$ cat src/verilog/cmp2_pkg.sv
// Shared constants and carrier types for the second comparator control block
`default_nettype none
package cmp2_pkg;
  // ----------------------------------------------------------------
  // Register offsets
  // ----------------------------------------------------------------
  localparam logic [7:0] AUX_OFS = 8'h9B;
  localparam logic [7:0] MODE_OFS = 8'h9E;
  localparam logic [7:0] STAT_OFS = 8'hA0;
  localparam logic [7:0] MASK_OFS = 8'hA1;
  // ----------------------------------------------------------------
  // Mode register fields
  // ----------------------------------------------------------------
  localparam int EN_BIT = 7;
  localparam int OEN_BIT = 6;
  localparam int RES_BIT = 5;
  localparam int SHRINK_BIT = 4;
  localparam int EDGE_BIT = 3;
  localparam int REF_LSB = 0;
  localparam int REF_W = 3;
  localparam logic [7:0] MODE_RST = 8'h00;
  // ----------------------------------------------------------------
  // Auxiliary register fields
  // ----------------------------------------------------------------
  localparam int STEP_LSB = 4;
  localparam int SUP_BIT = 3;
  localparam int NEG_BIT = 2;
  localparam int DB_LSB = 0;
  localparam int AUX_W = 6;
  localparam logic [5:0] AUX_RST = 6'h00;
  // ----------------------------------------------------------------
  // Event bits of status and mask
  // ----------------------------------------------------------------
  localparam int EV_EDGE = 0;
  localparam int EV_SHRINK = 1;
  localparam int EV_W = 2;
  localparam logic [1:0] EV_RST = 2'h0;
  // ----------------------------------------------------------------
  // Timing and limits
  // ----------------------------------------------------------------
  localparam int DB_CNT_W = 3;
  localparam logic [2:0] DB_CYC_ONE = 3'h1;
  localparam logic [2:0] DB_CYC_TWO = 3'h2;
  localparam logic [2:0] DB_CYC_FOUR = 3'h4;
  localparam logic [7:0] RELOAD_MAX = 8'hFF;
  // ----------------------------------------------------------------
  // Carriers
  // ----------------------------------------------------------------
  typedef struct packed {
    logic wr;
    logic rd;
    logic [7:0] addr;
    logic [7:0] wdata;
  } bus_req_s;
  typedef struct packed {
    logic power;
    logic neg_pin_iso;
    logic neg_from_other;
    logic out_drive;
    logic out_level;
    logic [2:0] ref_level;
    logic ref_4v;
  } analog_ctl_s;
endpackage : cmp2_pkg
`default_nettype wire

$ cat src/verilog/comparator_two_control.sv
// Control logic of the second analog comparator: registers, filter, events
// Functional notes
// - Enable bit powers comparator, else pins GPIO
// - Output pin enable drives result onto pin
// - Result flag reads level, zero when disabled
// - Special mode lets edges shrink timer pulse
// - Edge bit picks falling or rising trigger
// - Three-bit code picks reference level
// - Step field adds 1, 2, 4, 8
// - Supply bit picks rail or 4V source
// - Negative select routes pin or other comparator
// - De-bounce: none, one, two, four cycles
// - Selected filtered edge latches flag until cleared
// - Trigger and steady periods add step, saturate
// - Green mode latches flag without wake-up
`default_nettype none
module comparator_two_control
  import cmp2_pkg::*;
#(
  parameter int RELOAD_W = 8 // Pulse timer reload width
) (
  input wire logic core_clk_i,
  input wire logic resetn_i,
  input wire logic clk_en_i,
  input wire bus_req_s bus_i,
  output logic [7:0] rdata_o,
  input wire logic cmp_raw_i,
  input wire logic green_mode_i,
  input wire logic pulse_out_en_i,
  input wire logic period_end_i,
  input wire logic [7:0] reload_i,
  output logic reload_load_o,
  output logic [7:0] reload_val_o,
  output analog_ctl_s actl_o,
  output logic irq_o,
  output logic wake_o
);
  // ----------------------------------------------------------------
  // Elaboration check
  // ----------------------------------------------------------------
  // The saturation limit is an 8-bit figure, so other widths are refused
  if (RELOAD_W != 8) begin : g_bad_width
    $error("reload width must be eight");
  end

  // ----------------------------------------------------------------
  // State
  // ----------------------------------------------------------------
  typedef struct packed {
    logic sync1; // First stage of the result synchroniser
    logic sync2; // Second stage, safe to use
    logic [7:0] mode; // Mode register, result bit kept zero
    logic [AUX_W-1:0] aux; // Auxiliary register
    logic [EV_W-1:0] stat; // Sticky event bits
    logic [EV_W-1:0] mask; // Event mask, also the interrupt enable
    logic [7:0] rdata; // Read answer
    logic lvl_q; // Filtered level one cycle ago
    logic shrink_act; // A shrink sequence is running
    logic act_lvl; // Level seen at the trigger
    logic reload_ld; // Reload write pulse
    logic [7:0] reload_val; // New reload value
    logic irq; // Interrupt level
    logic wake; // Wake-up request
    analog_ctl_s actl; // Analog and pin controls
  } top_s;
  top_s r_reg;
  top_s r_next;
  logic rst_s1; // Reset release stage one
  logic rst_n; // Released reset for the whole design
  logic en; // Comparator enabled
  logic dbl; // Filtered level
  logic rise; // Filtered rising edge
  logic fall; // Filtered falling edge
  logic hit; // Qualified trigger edge
  logic can_shrink; // Shrinking allowed this cycle
  logic steady_end; // Period end with unchanged level
  logic [7:0] sum_w; // Saturated reload sum
  logic [EV_W-1:0] ev_set; // Events raised this cycle
  logic [EV_W-1:0] ev_clr; // Bits cleared by software
  logic [7:0] mode_rd; // Mode register as read

  // ----------------------------------------------------------------
  // Helpers
  // ----------------------------------------------------------------
  // Address match, used by both the write and the read path
  function automatic logic hit_ofs(input bus_req_s b, input logic [7:0] ofs);
    hit_ofs = (b.addr == ofs);
  endfunction : hit_ofs

  // Reload plus step; holds at the top instead of wrapping
  function automatic logic [7:0] sat_add(input logic [7:0] v, input logic [1:0] s);
    logic [8:0] t;
    t = {1'b0, v} + (9'h001 << s);
    sat_add = t[8] ? RELOAD_MAX : t[7:0];
  endfunction : sat_add

  // ----------------------------------------------------------------
  // Reset release
  // ----------------------------------------------------------------
  // Asserts at once, releases through two flops to avoid a ragged exit
  always_ff @(posedge core_clk_i or negedge resetn_i) begin
    if (!resetn_i) begin
      rst_s1 <= 1'b0;
      rst_n <= 1'b0;
    end else begin
      rst_s1 <= 1'b1;
      rst_n <= rst_s1;
    end
  end

  // ----------------------------------------------------------------
  // Output filter
  // ----------------------------------------------------------------
  assign en = r_reg.mode[EN_BIT];

  // Disabled comparator feeds a low level into the filter
  cmp2_debounce u_debounce (
    .clk_i(core_clk_i),
    .rst_n_i(rst_n),
    .ce_i(clk_en_i),
    .sel_i(r_reg.aux[DB_LSB +: 2]),
    .raw_i(en & r_reg.sync2),
    .level_o(dbl)
  );

  // ----------------------------------------------------------------
  // Edge and shrink decisions
  // ----------------------------------------------------------------
  always_comb begin
    rise = dbl & ~r_reg.lvl_q;
    fall = ~dbl & r_reg.lvl_q;
    // Falling when the edge bit is low, rising when high
    hit = en & (r_reg.mode[EDGE_BIT] ? rise : fall);
    // Only in special mode with the timer pulse output running
    can_shrink = en & r_reg.mode[SHRINK_BIT] & pulse_out_en_i;
    steady_end = r_reg.shrink_act & period_end_i & (dbl == r_reg.act_lvl);
    sum_w = sat_add(reload_i, r_reg.aux[STEP_LSB +: 2]);
  end

  // ----------------------------------------------------------------
  // Next state
  // ----------------------------------------------------------------
  always_comb begin
    r_next = r_reg;
    ev_set = '0;
    ev_clr = '0;
    mode_rd = r_reg.mode;
    // Result flag is the live level, forced low while disabled
    mode_rd[RES_BIT] = en & r_reg.sync2;
    // Synchroniser chain; only the second stage is read
    r_next.sync1 = cmp_raw_i;
    r_next.sync2 = r_reg.sync1;
    r_next.lvl_q = dbl;
    r_next.reload_ld = 1'b0;
    // Stop a shrink run when leaving the mode or when the level flips
    if (!can_shrink || (r_reg.shrink_act && dbl != r_reg.act_lvl)) begin
      r_next.shrink_act = 1'b0;
    end
    // First trigger starts a run and adds one step
    if (can_shrink && hit) begin
      r_next.shrink_act = 1'b1;
      r_next.act_lvl = dbl;
      r_next.reload_ld = (reload_i != RELOAD_MAX);
      r_next.reload_val = sum_w;
    end else if (can_shrink && steady_end) begin
      // Each period end with an unchanged level adds another step
      r_next.reload_ld = (reload_i != RELOAD_MAX);
      r_next.reload_val = sum_w;
    end
    ev_set[EV_EDGE] = hit;
    ev_set[EV_SHRINK] = r_next.reload_ld;
    // Register writes
    if (bus_i.wr) begin
      if (hit_ofs(bus_i, MODE_OFS)) begin
        r_next.mode = bus_i.wdata;
        r_next.mode[RES_BIT] = 1'b0; // Read-only bit
      end
      if (hit_ofs(bus_i, AUX_OFS)) begin
        r_next.aux = bus_i.wdata[AUX_W-1:0];
      end
      if (hit_ofs(bus_i, STAT_OFS)) begin
        ev_clr = bus_i.wdata[EV_W-1:0];
      end
      if (hit_ofs(bus_i, MASK_OFS)) begin
        r_next.mask = bus_i.wdata[EV_W-1:0];
      end
    end
    // Set beats clear so an event in the clearing cycle survives
    r_next.stat = (r_reg.stat & ~ev_clr) | ev_set;
    // Read answer stands for exactly one cycle
    r_next.rdata = 8'h00;
    if (bus_i.rd) begin
      if (hit_ofs(bus_i, MODE_OFS)) begin
        r_next.rdata = mode_rd;
      end else if (hit_ofs(bus_i, AUX_OFS)) begin
        r_next.rdata = {2'b00, r_reg.aux};
      end else if (hit_ofs(bus_i, STAT_OFS)) begin
        r_next.rdata = {6'h00, r_reg.stat};
      end else if (hit_ofs(bus_i, MASK_OFS)) begin
        r_next.rdata = {6'h00, r_reg.mask};
      end
    end
    // Interrupt follows the new status so it leaves with the flop
    r_next.irq = |(r_next.stat & r_next.mask);
    // Green mode keeps latching but never wakes the core
    r_next.wake = r_next.irq & ~green_mode_i;
    // Analog controls follow the new register values
    r_next.actl.power = r_next.mode[EN_BIT];
    r_next.actl.neg_pin_iso = r_next.mode[EN_BIT] & ~r_next.aux[NEG_BIT];
    r_next.actl.neg_from_other = r_next.mode[EN_BIT] & r_next.aux[NEG_BIT];
    r_next.actl.out_drive = r_next.mode[EN_BIT] & r_next.mode[OEN_BIT];
    // Second stage only; the first stage may still be settling
    r_next.actl.out_level = r_next.mode[EN_BIT] & r_reg.sync2;
    r_next.actl.ref_level = r_next.mode[REF_LSB +: REF_W];
    r_next.actl.ref_4v = r_next.aux[SUP_BIT];
  end

  // ----------------------------------------------------------------
  // State register
  // ----------------------------------------------------------------
  // Everything holds while the clock enable is low
  always_ff @(posedge core_clk_i or negedge rst_n) begin
    if (!rst_n) begin
      r_reg <= '0;
      r_reg.mode <= MODE_RST;
      r_reg.aux <= AUX_RST;
      r_reg.stat <= EV_RST;
      r_reg.mask <= EV_RST;
    end else if (clk_en_i) begin
      r_reg <= r_next;
    end
  end

  // ----------------------------------------------------------------
  // Outputs, all straight from flops
  // ----------------------------------------------------------------
  assign rdata_o = r_reg.rdata;
  assign reload_load_o = r_reg.reload_ld;
  assign reload_val_o = r_reg.reload_val;
  assign actl_o = r_reg.actl;
  assign irq_o = r_reg.irq;
  assign wake_o = r_reg.wake;
endmodule : comparator_two_control
`default_nettype wire

$ cat src/verilog/cmp2_debounce.sv
// Output de-bounce filter for the comparator result
`default_nettype none
module cmp2_debounce
  import cmp2_pkg::*;
(
  input wire logic clk_i,
  input wire logic rst_n_i,
  input wire logic ce_i,
  input wire logic [1:0] sel_i,
  input wire logic raw_i,
  output logic level_o
);
  // ----------------------------------------------------------------
  // State
  // ----------------------------------------------------------------
  typedef struct packed {
    logic lvl;
    logic [DB_CNT_W-1:0] cnt;
  } db_s;
  db_s r_reg;
  db_s r_next;
  logic [DB_CNT_W-1:0] need;

  // Stable-cycle count for each selection
  function automatic logic [DB_CNT_W-1:0] db_len(input logic [1:0] s);
    case (s)
      2'b01: db_len = DB_CYC_ONE;
      2'b10: db_len = DB_CYC_TWO;
      default: db_len = DB_CYC_FOUR;
    endcase
  endfunction : db_len

  // Accept a new level only after it stayed for the chosen time
  always_comb begin
    r_next = r_reg;
    need = db_len(sel_i);
    if (sel_i == 2'b00) begin
      r_next.lvl = raw_i;
      r_next.cnt = '0;
    end else if (raw_i == r_reg.lvl) begin
      r_next.cnt = '0;
    end else if (r_reg.cnt + 3'h1 >= need) begin
      r_next.lvl = raw_i;
      r_next.cnt = '0;
    end else begin
      r_next.cnt = r_reg.cnt + 3'h1;
    end
  end

  // Register, frozen while the clock enable is low
  always_ff @(posedge clk_i or negedge rst_n_i) begin
    if (!rst_n_i) begin
      r_reg <= '0;
    end else if (ce_i) begin
      r_reg <= r_next;
    end
  end

  // Bypass gives the raw level with no delay when filtering is off
  assign level_o = (sel_i == 2'b00) ? raw_i : r_reg.lvl;
endmodule : cmp2_debounce
`default_nettype wire

$ cat config.mk
export PLATFORM = sky130hd
export DESIGN_NAME = comparator_two_control
export DESIGN_NICKNAME = d
export VERILOG_FILES = /design/src/verilog/cmp2_pkg.sv /design/src/verilog/comparator_two_control.sv /design/src/verilog/cmp2_debounce.sv
export SDC_FILE = /design/constraint.sdc
export NUM_CORES = 1
export LEC_CHECK = 0
export BUFFER_PORTS_ARGS = -buffer_cell sky130_fd_sc_hd__buf_2
export CORE_ASPECT_RATIO = 0.7
export CORE_MARGIN = 5
export CORE_UTILIZATION = 50
export DETAILED_ROUTE_END_ITERATION = 12
export PLACE_DENSITY = 0.74
export SETUP_SLACK_MARGIN = 0.5
export SKIP_LAST_GASP = 1
export SYNTH_ARGS = -nofsm -noshare
export SYNTH_HDL_FRONTEND = slang
export SYNTH_SLANG_ARGS = --single-unit
export TNS_END_PERCENT = 1
$ cat constraint.sdc
create_clock -name core_clk_i -period 2.3 [get_ports core_clk_i]
set_clock_uncertainty 0.15 [all_clocks]
set_input_delay 0 -clock core_clk_i [delete_from_list [all_inputs] [get_ports core_clk_i]]
set_output_delay 0 -clock core_clk_i [all_outputs]
set_load 0.01 [all_outputs]
# Word level (Yosys, flattened, before mapping)
# Index checks and enable logic that the tools add are counted.
# op_classes
magnitude_cmp	1
n_addsub	2
bitwise_logic	21
reduce_logical	16
n_shift	1
n_eq_ne	11
n_mux	25
# op_table
op	count
$eq A8 B8 Y1 const B	4
$mux W8	4
$mux W9	2
$mux W14	1
$mux W2	7
$and A1 B1 Y1	13
$mux W6	2
$add A8 B9 Y9	1
$reduce_and A3 Y1	3
$shl A1 B2 Y9 const A	1
$ne A8 B8 Y1 const B	1
$mux W3	2
$pmux W3 S2	1
$reduce_and A2 Y1	3
$reduce_bool A2 Y1	3
$mux W1	5
$and A2 B2 Y2	2
$mux W4	1
$not A1 Y1	4
$add A3 B1 Y3 const B	1
$ge A3 B3 Y1	1
$logic_and A1 B1 Y1	3
$eq A1 B1 Y1	2
$eq A2 B1 Y1 const B	1
9 further kinds	9
# totals
out_inout_bits	28
word_cells	104
register_bits	56
inputBits	33

# Logic depth before layout (Yosys ltp)
# depth
word_depth	12
depth_mapped	8

# By module
# A second synthesis with hierarchy kept.
# unflattened
cells_unflattened	278
hier_area_um2	2906.5
# by_module_without_submodules
mod	cells_each	seq_area_each_um2	area_each_um2	n_inst
comparator_two_control	248	1176.1	2592.5	1
cmp2_debounce	30	100.1	314.1	1

# Worst setup path before layout
# Ideal clock, no wire load.
# synth_timing
path_type	register to register
from	register r_reg[40] (netlist name)
to	register r_reg, in the netlist reload_val_o[5]
setup_ns	0.127
t_arrival_ns	1.907
period_less_slack_ns	2.184
stages_incl_launch_ff	9
slack_ns	0.116
t_required_ns	2.023
path_cell_list	dfrtp_1 -> nor2_1 -> ha_1 -> fa_1 -> a21o_1 -> a21oi_1 -> nor2_1 -> nor3b_1 -> o31ai_1
# synth_via
elab_chain_cells	5
# synth_lines
element	line_no	source
from (decl)	comparator_two_control.sv:66	top_s r_reg;
from (signal assigned)	comparator_two_control.sv:230	r_reg <= r_next;
$shl A1 B2 Y9 (*)	comparator_two_control.sv:93	t = {1'b0, v} + (9'h001 << s);
$add A8 B9 Y9 (*)	comparator_two_control.sv:93	
$mux W8 (*)	comparator_two_control.sv:94	sat_add = t[8] ? RELOAD_MAX : t[7:0];
$mux W9	comparator_two_control.sv:165	end else if (can_shrink && steady_end) begin
$mux W9 (*)	comparator_two_control.sv:160	if (can_shrink && hit) begin
# Mark *: on every way between the ends. The rest lies on a longest branch, timed or not. The select of a mux whose other input is x is not followed.
# A chain may end at the register's enable or synchronous reset.

# Worst setup path in the final report
# layout_timing
from	register r_reg[36] (netlist name)
to	register r_reg, in the netlist wake_o
# layout_via
elab_chain_cells	12
elab_cells_between_ends	17
cone_classes	1 x eq/ne; 4 x mux; 8 x bitwise; 4 x reduce/logical
# layout_lines
element	line_no	source
$logic_not A2 Y1 (*)	cmp2_debounce.sv:60	assign level_o = (sel_i == 2'b00) ? raw_i : r_reg.lvl;
$mux W1 (*)	cmp2_debounce.sv:60	
$not A1 Y1	comparator_two_control.sv:131	fall = ~dbl & r_reg.lvl_q;
$and A1 B1 Y1	comparator_two_control.sv:131	
$mux W1	comparator_two_control.sv:133	hit = en & (r_reg.mode[EDGE_BIT] ? rise : fall);
$and A1 B1 Y1	comparator_two_control.sv:133	
$logic_and A1 B1 Y1	comparator_two_control.sv:160	
$mux W9	comparator_two_control.sv:160	
$or A2 B2 Y2 (*)	comparator_two_control.sv:189	r_next.stat = (r_reg.stat & ~ev_clr) | ev_set;
$and A2 B2 Y2 (*)	comparator_two_control.sv:204	r_next.irq = |(r_next.stat & r_next.mask);
$reduce_or A2 Y1 (*)	comparator_two_control.sv:204	
$and A1 B1 Y1 (*)	comparator_two_control.sv:206	r_next.wake = r_next.irq & ~green_mode_i;
# Marks and branches as above.

==> results_tabular.tex <==
\begin{tabular}{lr}
\hline
Metric & Value \\
\hline
\multicolumn{2}{l}{\textbf{Status}} \\
\quad Run status & completed \\
\multicolumn{2}{l}{\textbf{Global route}} \\
\quad Global-route wire length before repair & 11,800 um \\
\quad Maximum number of pins on one net before global-route repair & 28 \\
\quad Global route total overflow & 0 \\
\quad GR Util All Layers & 19.8\% \\
\quad Vias in the first global route & 2,449 \\
\quad Number of antenna violations at the first check in global routing & 0 \\
\multicolumn{2}{l}{\textbf{Routing}} \\
\quad Post-detailed-route count of antenna-violating nets & 0 \\
\quad Average detailed-routed wire length per instance & 16.5 um \\
\quad Avg Vias per Cell & 5.45 \\
\quad Post-detailed-route DRC marker count & 0 \\
\quad Iteration-0 DRC count of the detailed router & 165 \\
\quad Via count of the routed design & 2,372 \\
\quad DRT Pass-1 Iters & 4 \\
\quad Final WL & 7190 um \\
\multicolumn{2}{l}{\textbf{Yosys}} \\
\quad Gate count of the mapped netlist & 295 \\
\quad Flip-flop cell with the highest count after synthesis & sky130\_fd\_sc\_hd\_\_dfrtp\_1 \\
\quad Flip-flop and latch count after synthesis & 51 \\
\quad Dominant cells by area after synthesis & sky130\_fd\_sc\_hd\_\_dfrtp\_1 (43\%), sky130\_fd\_sc\_hd\_\_buf\_4 (6.3\%), sky130\_fd\_sc\_hd\_\_ha\_1 (4.6\%) \\
\quad Share of the synthesized area in the top cell type & 42.5\% \\
\quad Post-synth EDFFs & 0 \\
\quad Library cell occupying the most area in the post-synthesis netlist & sky130\_fd\_sc\_hd\_\_dfrtp\_1 \\
\quad Post-synthesis cell type count & 55 \\
\quad Number of synthesis warnings & 0 \\
\quad Total standard cell area after synthesis & 3000 um2 \\
\quad Synth Net Count & 340 \\
\quad Synth async-reset ratio & 100\% \\
\quad Mean area per synthesized cell & 10.2 um2 \\
\quad Sequential cell area fraction in the yosys report & 42.5\% \\
\multicolumn{2}{l}{\textbf{Power and ir drop}} \\
\quad Areal power density over the cells & 622 nW/um2 \\
\quad Switching share of power & 30.3\% \\
\quad P\_int & 0.00157 W \\
\quad Combinational power share & 25.2\% \\
\quad Leakage power & 1.77 nW \\
\quad Net switching component of the power & 0.000682 W \\
\quad Max rail drop VDD & 0.000319 V \\
\quad Seq pwr share & 46.3\% \\
\quad Share of total power in the clock network & 28.5\% \\
\multicolumn{2}{l}{\textbf{Cells and area}} \\
\quad Number of nets at the end of the flow & 404 \\
\quad Flip-flop count of the largest register, all copies and words added & 14 \\
\quad Most common cell after layout, fill and taps aside & sky130\_fd\_sc\_hd\_\_buf\_2 \\
\quad Number of inserted filler cells in the final layout & 474 \\
\quad Most frequent cells in the layout & sky130\_fd\_sc\_hd\_\_buf\_2 (60), sky130\_fd\_sc\_hd\_\_dfrtp\_1 (50), sky130\_fd\_sc\_hd\_\_nand2\_1 (24), sky130\_fd\_sc\_hd\_\_inv\_1 (21), sky130\_fd\_sc\_hd\_\_dlygate4sd3\_1 (20) \\
\quad Ratio of cells with drive above 1 in the final layout & 33.3\% \\
\quad Area Overhead vs Synth & 20.7\% \\
\quad Number of antenna repair diodes & 0 \\
\multicolumn{2}{l}{\textbf{Clock tree}} \\
\quad Level count of the clock H-tree & 2 \\
\quad TritonCTS buffer count & 5 \\
\quad Skew-Pair Late Insertion Delay & 310 ps \\
\quad Buffer depth of the longest clock path & 2 \\
\quad Clock tree from TritonCTS & done \\
\quad Clock Tree Root & sky130\_fd\_sc\_hd\_\_clkbuf\_8 \\
\quad Clk pin slew, worst setup/hold paths & 100 ps \\
\quad Number of sinks handled by clock tree synthesis & 51 \\
\multicolumn{2}{l}{\textbf{Critical path}} \\
\quad Start point of the critical path & r\_reg[36]\$\_DFFE\_PN0P\_ \\
\quad Peak fanout along the critical path & 6 \\
\quad Worst Path Arrival & 2130 ps \\
\quad Capturing instance or port of the critical path & wake\_o\$\_DFFE\_PN0P\_ \\
\quad Reg-to-reg endpoint & wake\_o\$\_DFFE\_PN0P\_ \\
\quad Worst path required time & 2400 ps \\
\quad Cell with the largest stage delay on the worst path & sky130\_fd\_sc\_hd\_\_dfrtp\_1 \\
\quad Classification of the worst setup path & flip-flop to flip-flop \\
\quad Setup crit end kind & flip-flop \\
\quad Ordered cell list for the critical path & inv\_1, ha\_4, mux2i\_1, mux2i\_1, a22oi\_1, o221ai\_1, and2\_1 \\
\quad Cells on worst reg2reg path & 7 \\
\quad Most frequent cell on the critical path & sky130\_fd\_sc\_hd\_\_mux2i\_1 \\
\quad Register-to-register path setup slack & 260 ps \\
\quad Worst reg2reg path startpoint & r\_reg[36]\$\_DFFE\_PN0P\_ \\
\quad Slowest stage delay, CP & 410 ps \\
\quad Worst setup SP type & flip-flop \\
\multicolumn{2}{l}{\textbf{Timing}} \\
\quad Min setup slack post-route & 263 ps \\
\quad RSZ-0062 raised after global routing & true \\
\quad Slew at the pin closest to its max-slew limit & 597 ps \\
\quad Final max-slew violation count & 0 \\
\quad Final period utilization & 88.6\% \\
\quad Time the final worst path needs with I/O delays and setup & 2040 ps \\
\quad Count of endpoints failing hold in the final timing report & 0 \\
\quad Final-layout worst hold slack & 24.2 ps \\
\quad Setup-violating endpoint count in the final report & 0 \\
\quad Max Freq & 491 MHz \\
\quad Sum of negative setup slack & 0 ps \\
\quad Relative slew margins & 60.2\% \\
\multicolumn{2}{l}{\textbf{Die}} \\
\quad Die footprint & 7680 um2 \\
\quad Number of ports placed on the die boundary & 61 \\
\quad Overall die width & 103 um \\
\quad Num rows & 23 \\
\quad Placeable Area & 5780 um2 \\
\quad Effective utilization at floorplan & 51.9\% \\
\quad Die Y & 74.8 um \\
\multicolumn{2}{l}{\textbf{Place}} \\
\quad Final HPWL from detailed placement & 5280 um \\
\quad Minimum setup slack after placement & 118 ps \\
\quad Routability congestion estimate & 0.900 \\
\quad PortBufs & 60 \\
\multicolumn{2}{l}{\textbf{Worst hold path}} \\
\quad Worst hold path type & primary input to flip-flop \\
\multicolumn{2}{l}{\textbf{Flow run}} \\
\quad Total of max-cap violations & 0 \\
\hline
\end{tabular}
worst min path at each step:
stage | startpoint | to | slack, ps | cells past startpoint
after floorplan | resetn_i | rst_n$_DFF_PN0_ | -450 | 0
after global placement | resetn_i | rst_s1$_DFF_PN0_ | -360 | 1
after detailed placement | resetn_i | rst_s1$_DFF_PN0_ | -360 | 1
after CTS | reload_i[0] | r_reg[34]$_DFFE_PN0P_ | 6 | 4
after global routing | bus_i[17] | r_reg[34]$_DFFE_PN0P_ | 20 | 3
final | reload_i[0] | r_reg[34]$_DFFE_PN0P_ | 20 | 4
power groups by stage:
stage	registers [W]	clock network [W]	logic, W
CTS	0.00104	0.000658	0.000564
global route	0.00106	0.000685	0.000633
finish	0.00104	0.000642	0.000569
floorplan	0.00105	0	0.000367
detailed placement	0.00106	0	0.000491
global placement	0.00106	0	0.000474
what timing repair did:
action,CTS,global route
hold buffers,20,0
pin swaps,7,6
endpoints found under the setup margin,18,21
endpoints found under the hold margin,30,0
gates resized for setup,12,4
setup buffers,8,0
critical path: cells and delay by family (launching register included):
kind            cells  cell delay (ps)
simple gates        1              160
flops               1              410
fa+ha+maj           1              190
buf+inv             1              150
compound gates      2              370
mux                 2              560
metrics by stage:
step / cell area (um2) / util (%) / std cells / power [W]
floorplan: 3020 / - / 295 / 0.00142
global placement: 3180 / 55.0 / 399 / 0.00153
detailed placement: 3180 / 55.0 / 399 / 0.00155
CTS: 3610 / 62.4 / 435 / 0.00226
global route: 3620 / 62.6 / 435 / 0.00237
finish: 3620 / 62.6 / 435 / 0.00226
cells by family (layout without fill, tap and decap cells):
| kind of cell | after synthesis | in the layout | share of synthesized area (%) |
|---|---|---|---|
| and+or+nand+nor | 77 | 77 | 14.0 |
| muxes | 26 | 26 | 10.5 |
| buffers and inverters | 59 | 124 | 12.1 |
| other | 1 | 1 | 0.125 |
| DFF | 51 | 51 | 42.5 |
| xor gates and xnor gates | 5 | 5 | 1.46 |
| AOI/OAI and AO/OA | 64 | 64 | 14.1 |
| adders and majority gates | 12 | 12 | 5.25 |
routing by layer:
| metal | global-route usage, % | vias to the layer above | wire, um |
|---|---|---|---|
| li1 | - | 1141 | - |
| met1 | 28.2 | 1144 | 3470 |
| met2 | 31.5 | 78 | 3180 |
| met3 | 3.43 | 9 | 450 |
| met4 | 5.09 | 0 | 84 |
| met5 | 0 | - | 0 |
area by class of cell:
type	count	area, um2	area share [%]
Multi-Input combinational cell	185	1450	40.0
Sequential cell	51	1280	35.3
Timing Repair Buffer	94	606	16.7
Tap cell	75	93.8	2.59
Inverter	22	82.6	2.28
Clock buffer	5	68.8	1.90
Clock inverter	3	46.3	1.28
synth_stat cells, types with 4 or more instances:
| cell | number |
|---|---|
| sky130_fd_sc_hd__ha_1 | 11 |
| sky130_fd_sc_hd__nand4_1 | 6 |
| sky130_fd_sc_hd__mux2_2 | 7 |
| sky130_fd_sc_hd__a21oi_1 | 9 |
| sky130_fd_sc_hd__o21ai_0 | 15 |
| sky130_fd_sc_hd__buf_2 | 5 |
| sky130_fd_sc_hd__o22ai_1 | 12 |
| sky130_fd_sc_hd__nand3_1 | 6 |
| sky130_fd_sc_hd__nand2_1 | 25 |
| sky130_fd_sc_hd__mux2i_1 | 10 |
| sky130_fd_sc_hd__a22oi_1 | 4 |
| sky130_fd_sc_hd__buf_6 | 4 |
| sky130_fd_sc_hd__nor2b_1 | 6 |
| sky130_fd_sc_hd__mux2_4 | 9 |
| sky130_fd_sc_hd__nor2_1 | 12 |
| sky130_fd_sc_hd__buf_4 | 25 |
| sky130_fd_sc_hd__dfrtp_1 | 51 |
| sky130_fd_sc_hd__inv_1 | 22 |
Note: power is estimated with default switching activity, not from simulation.
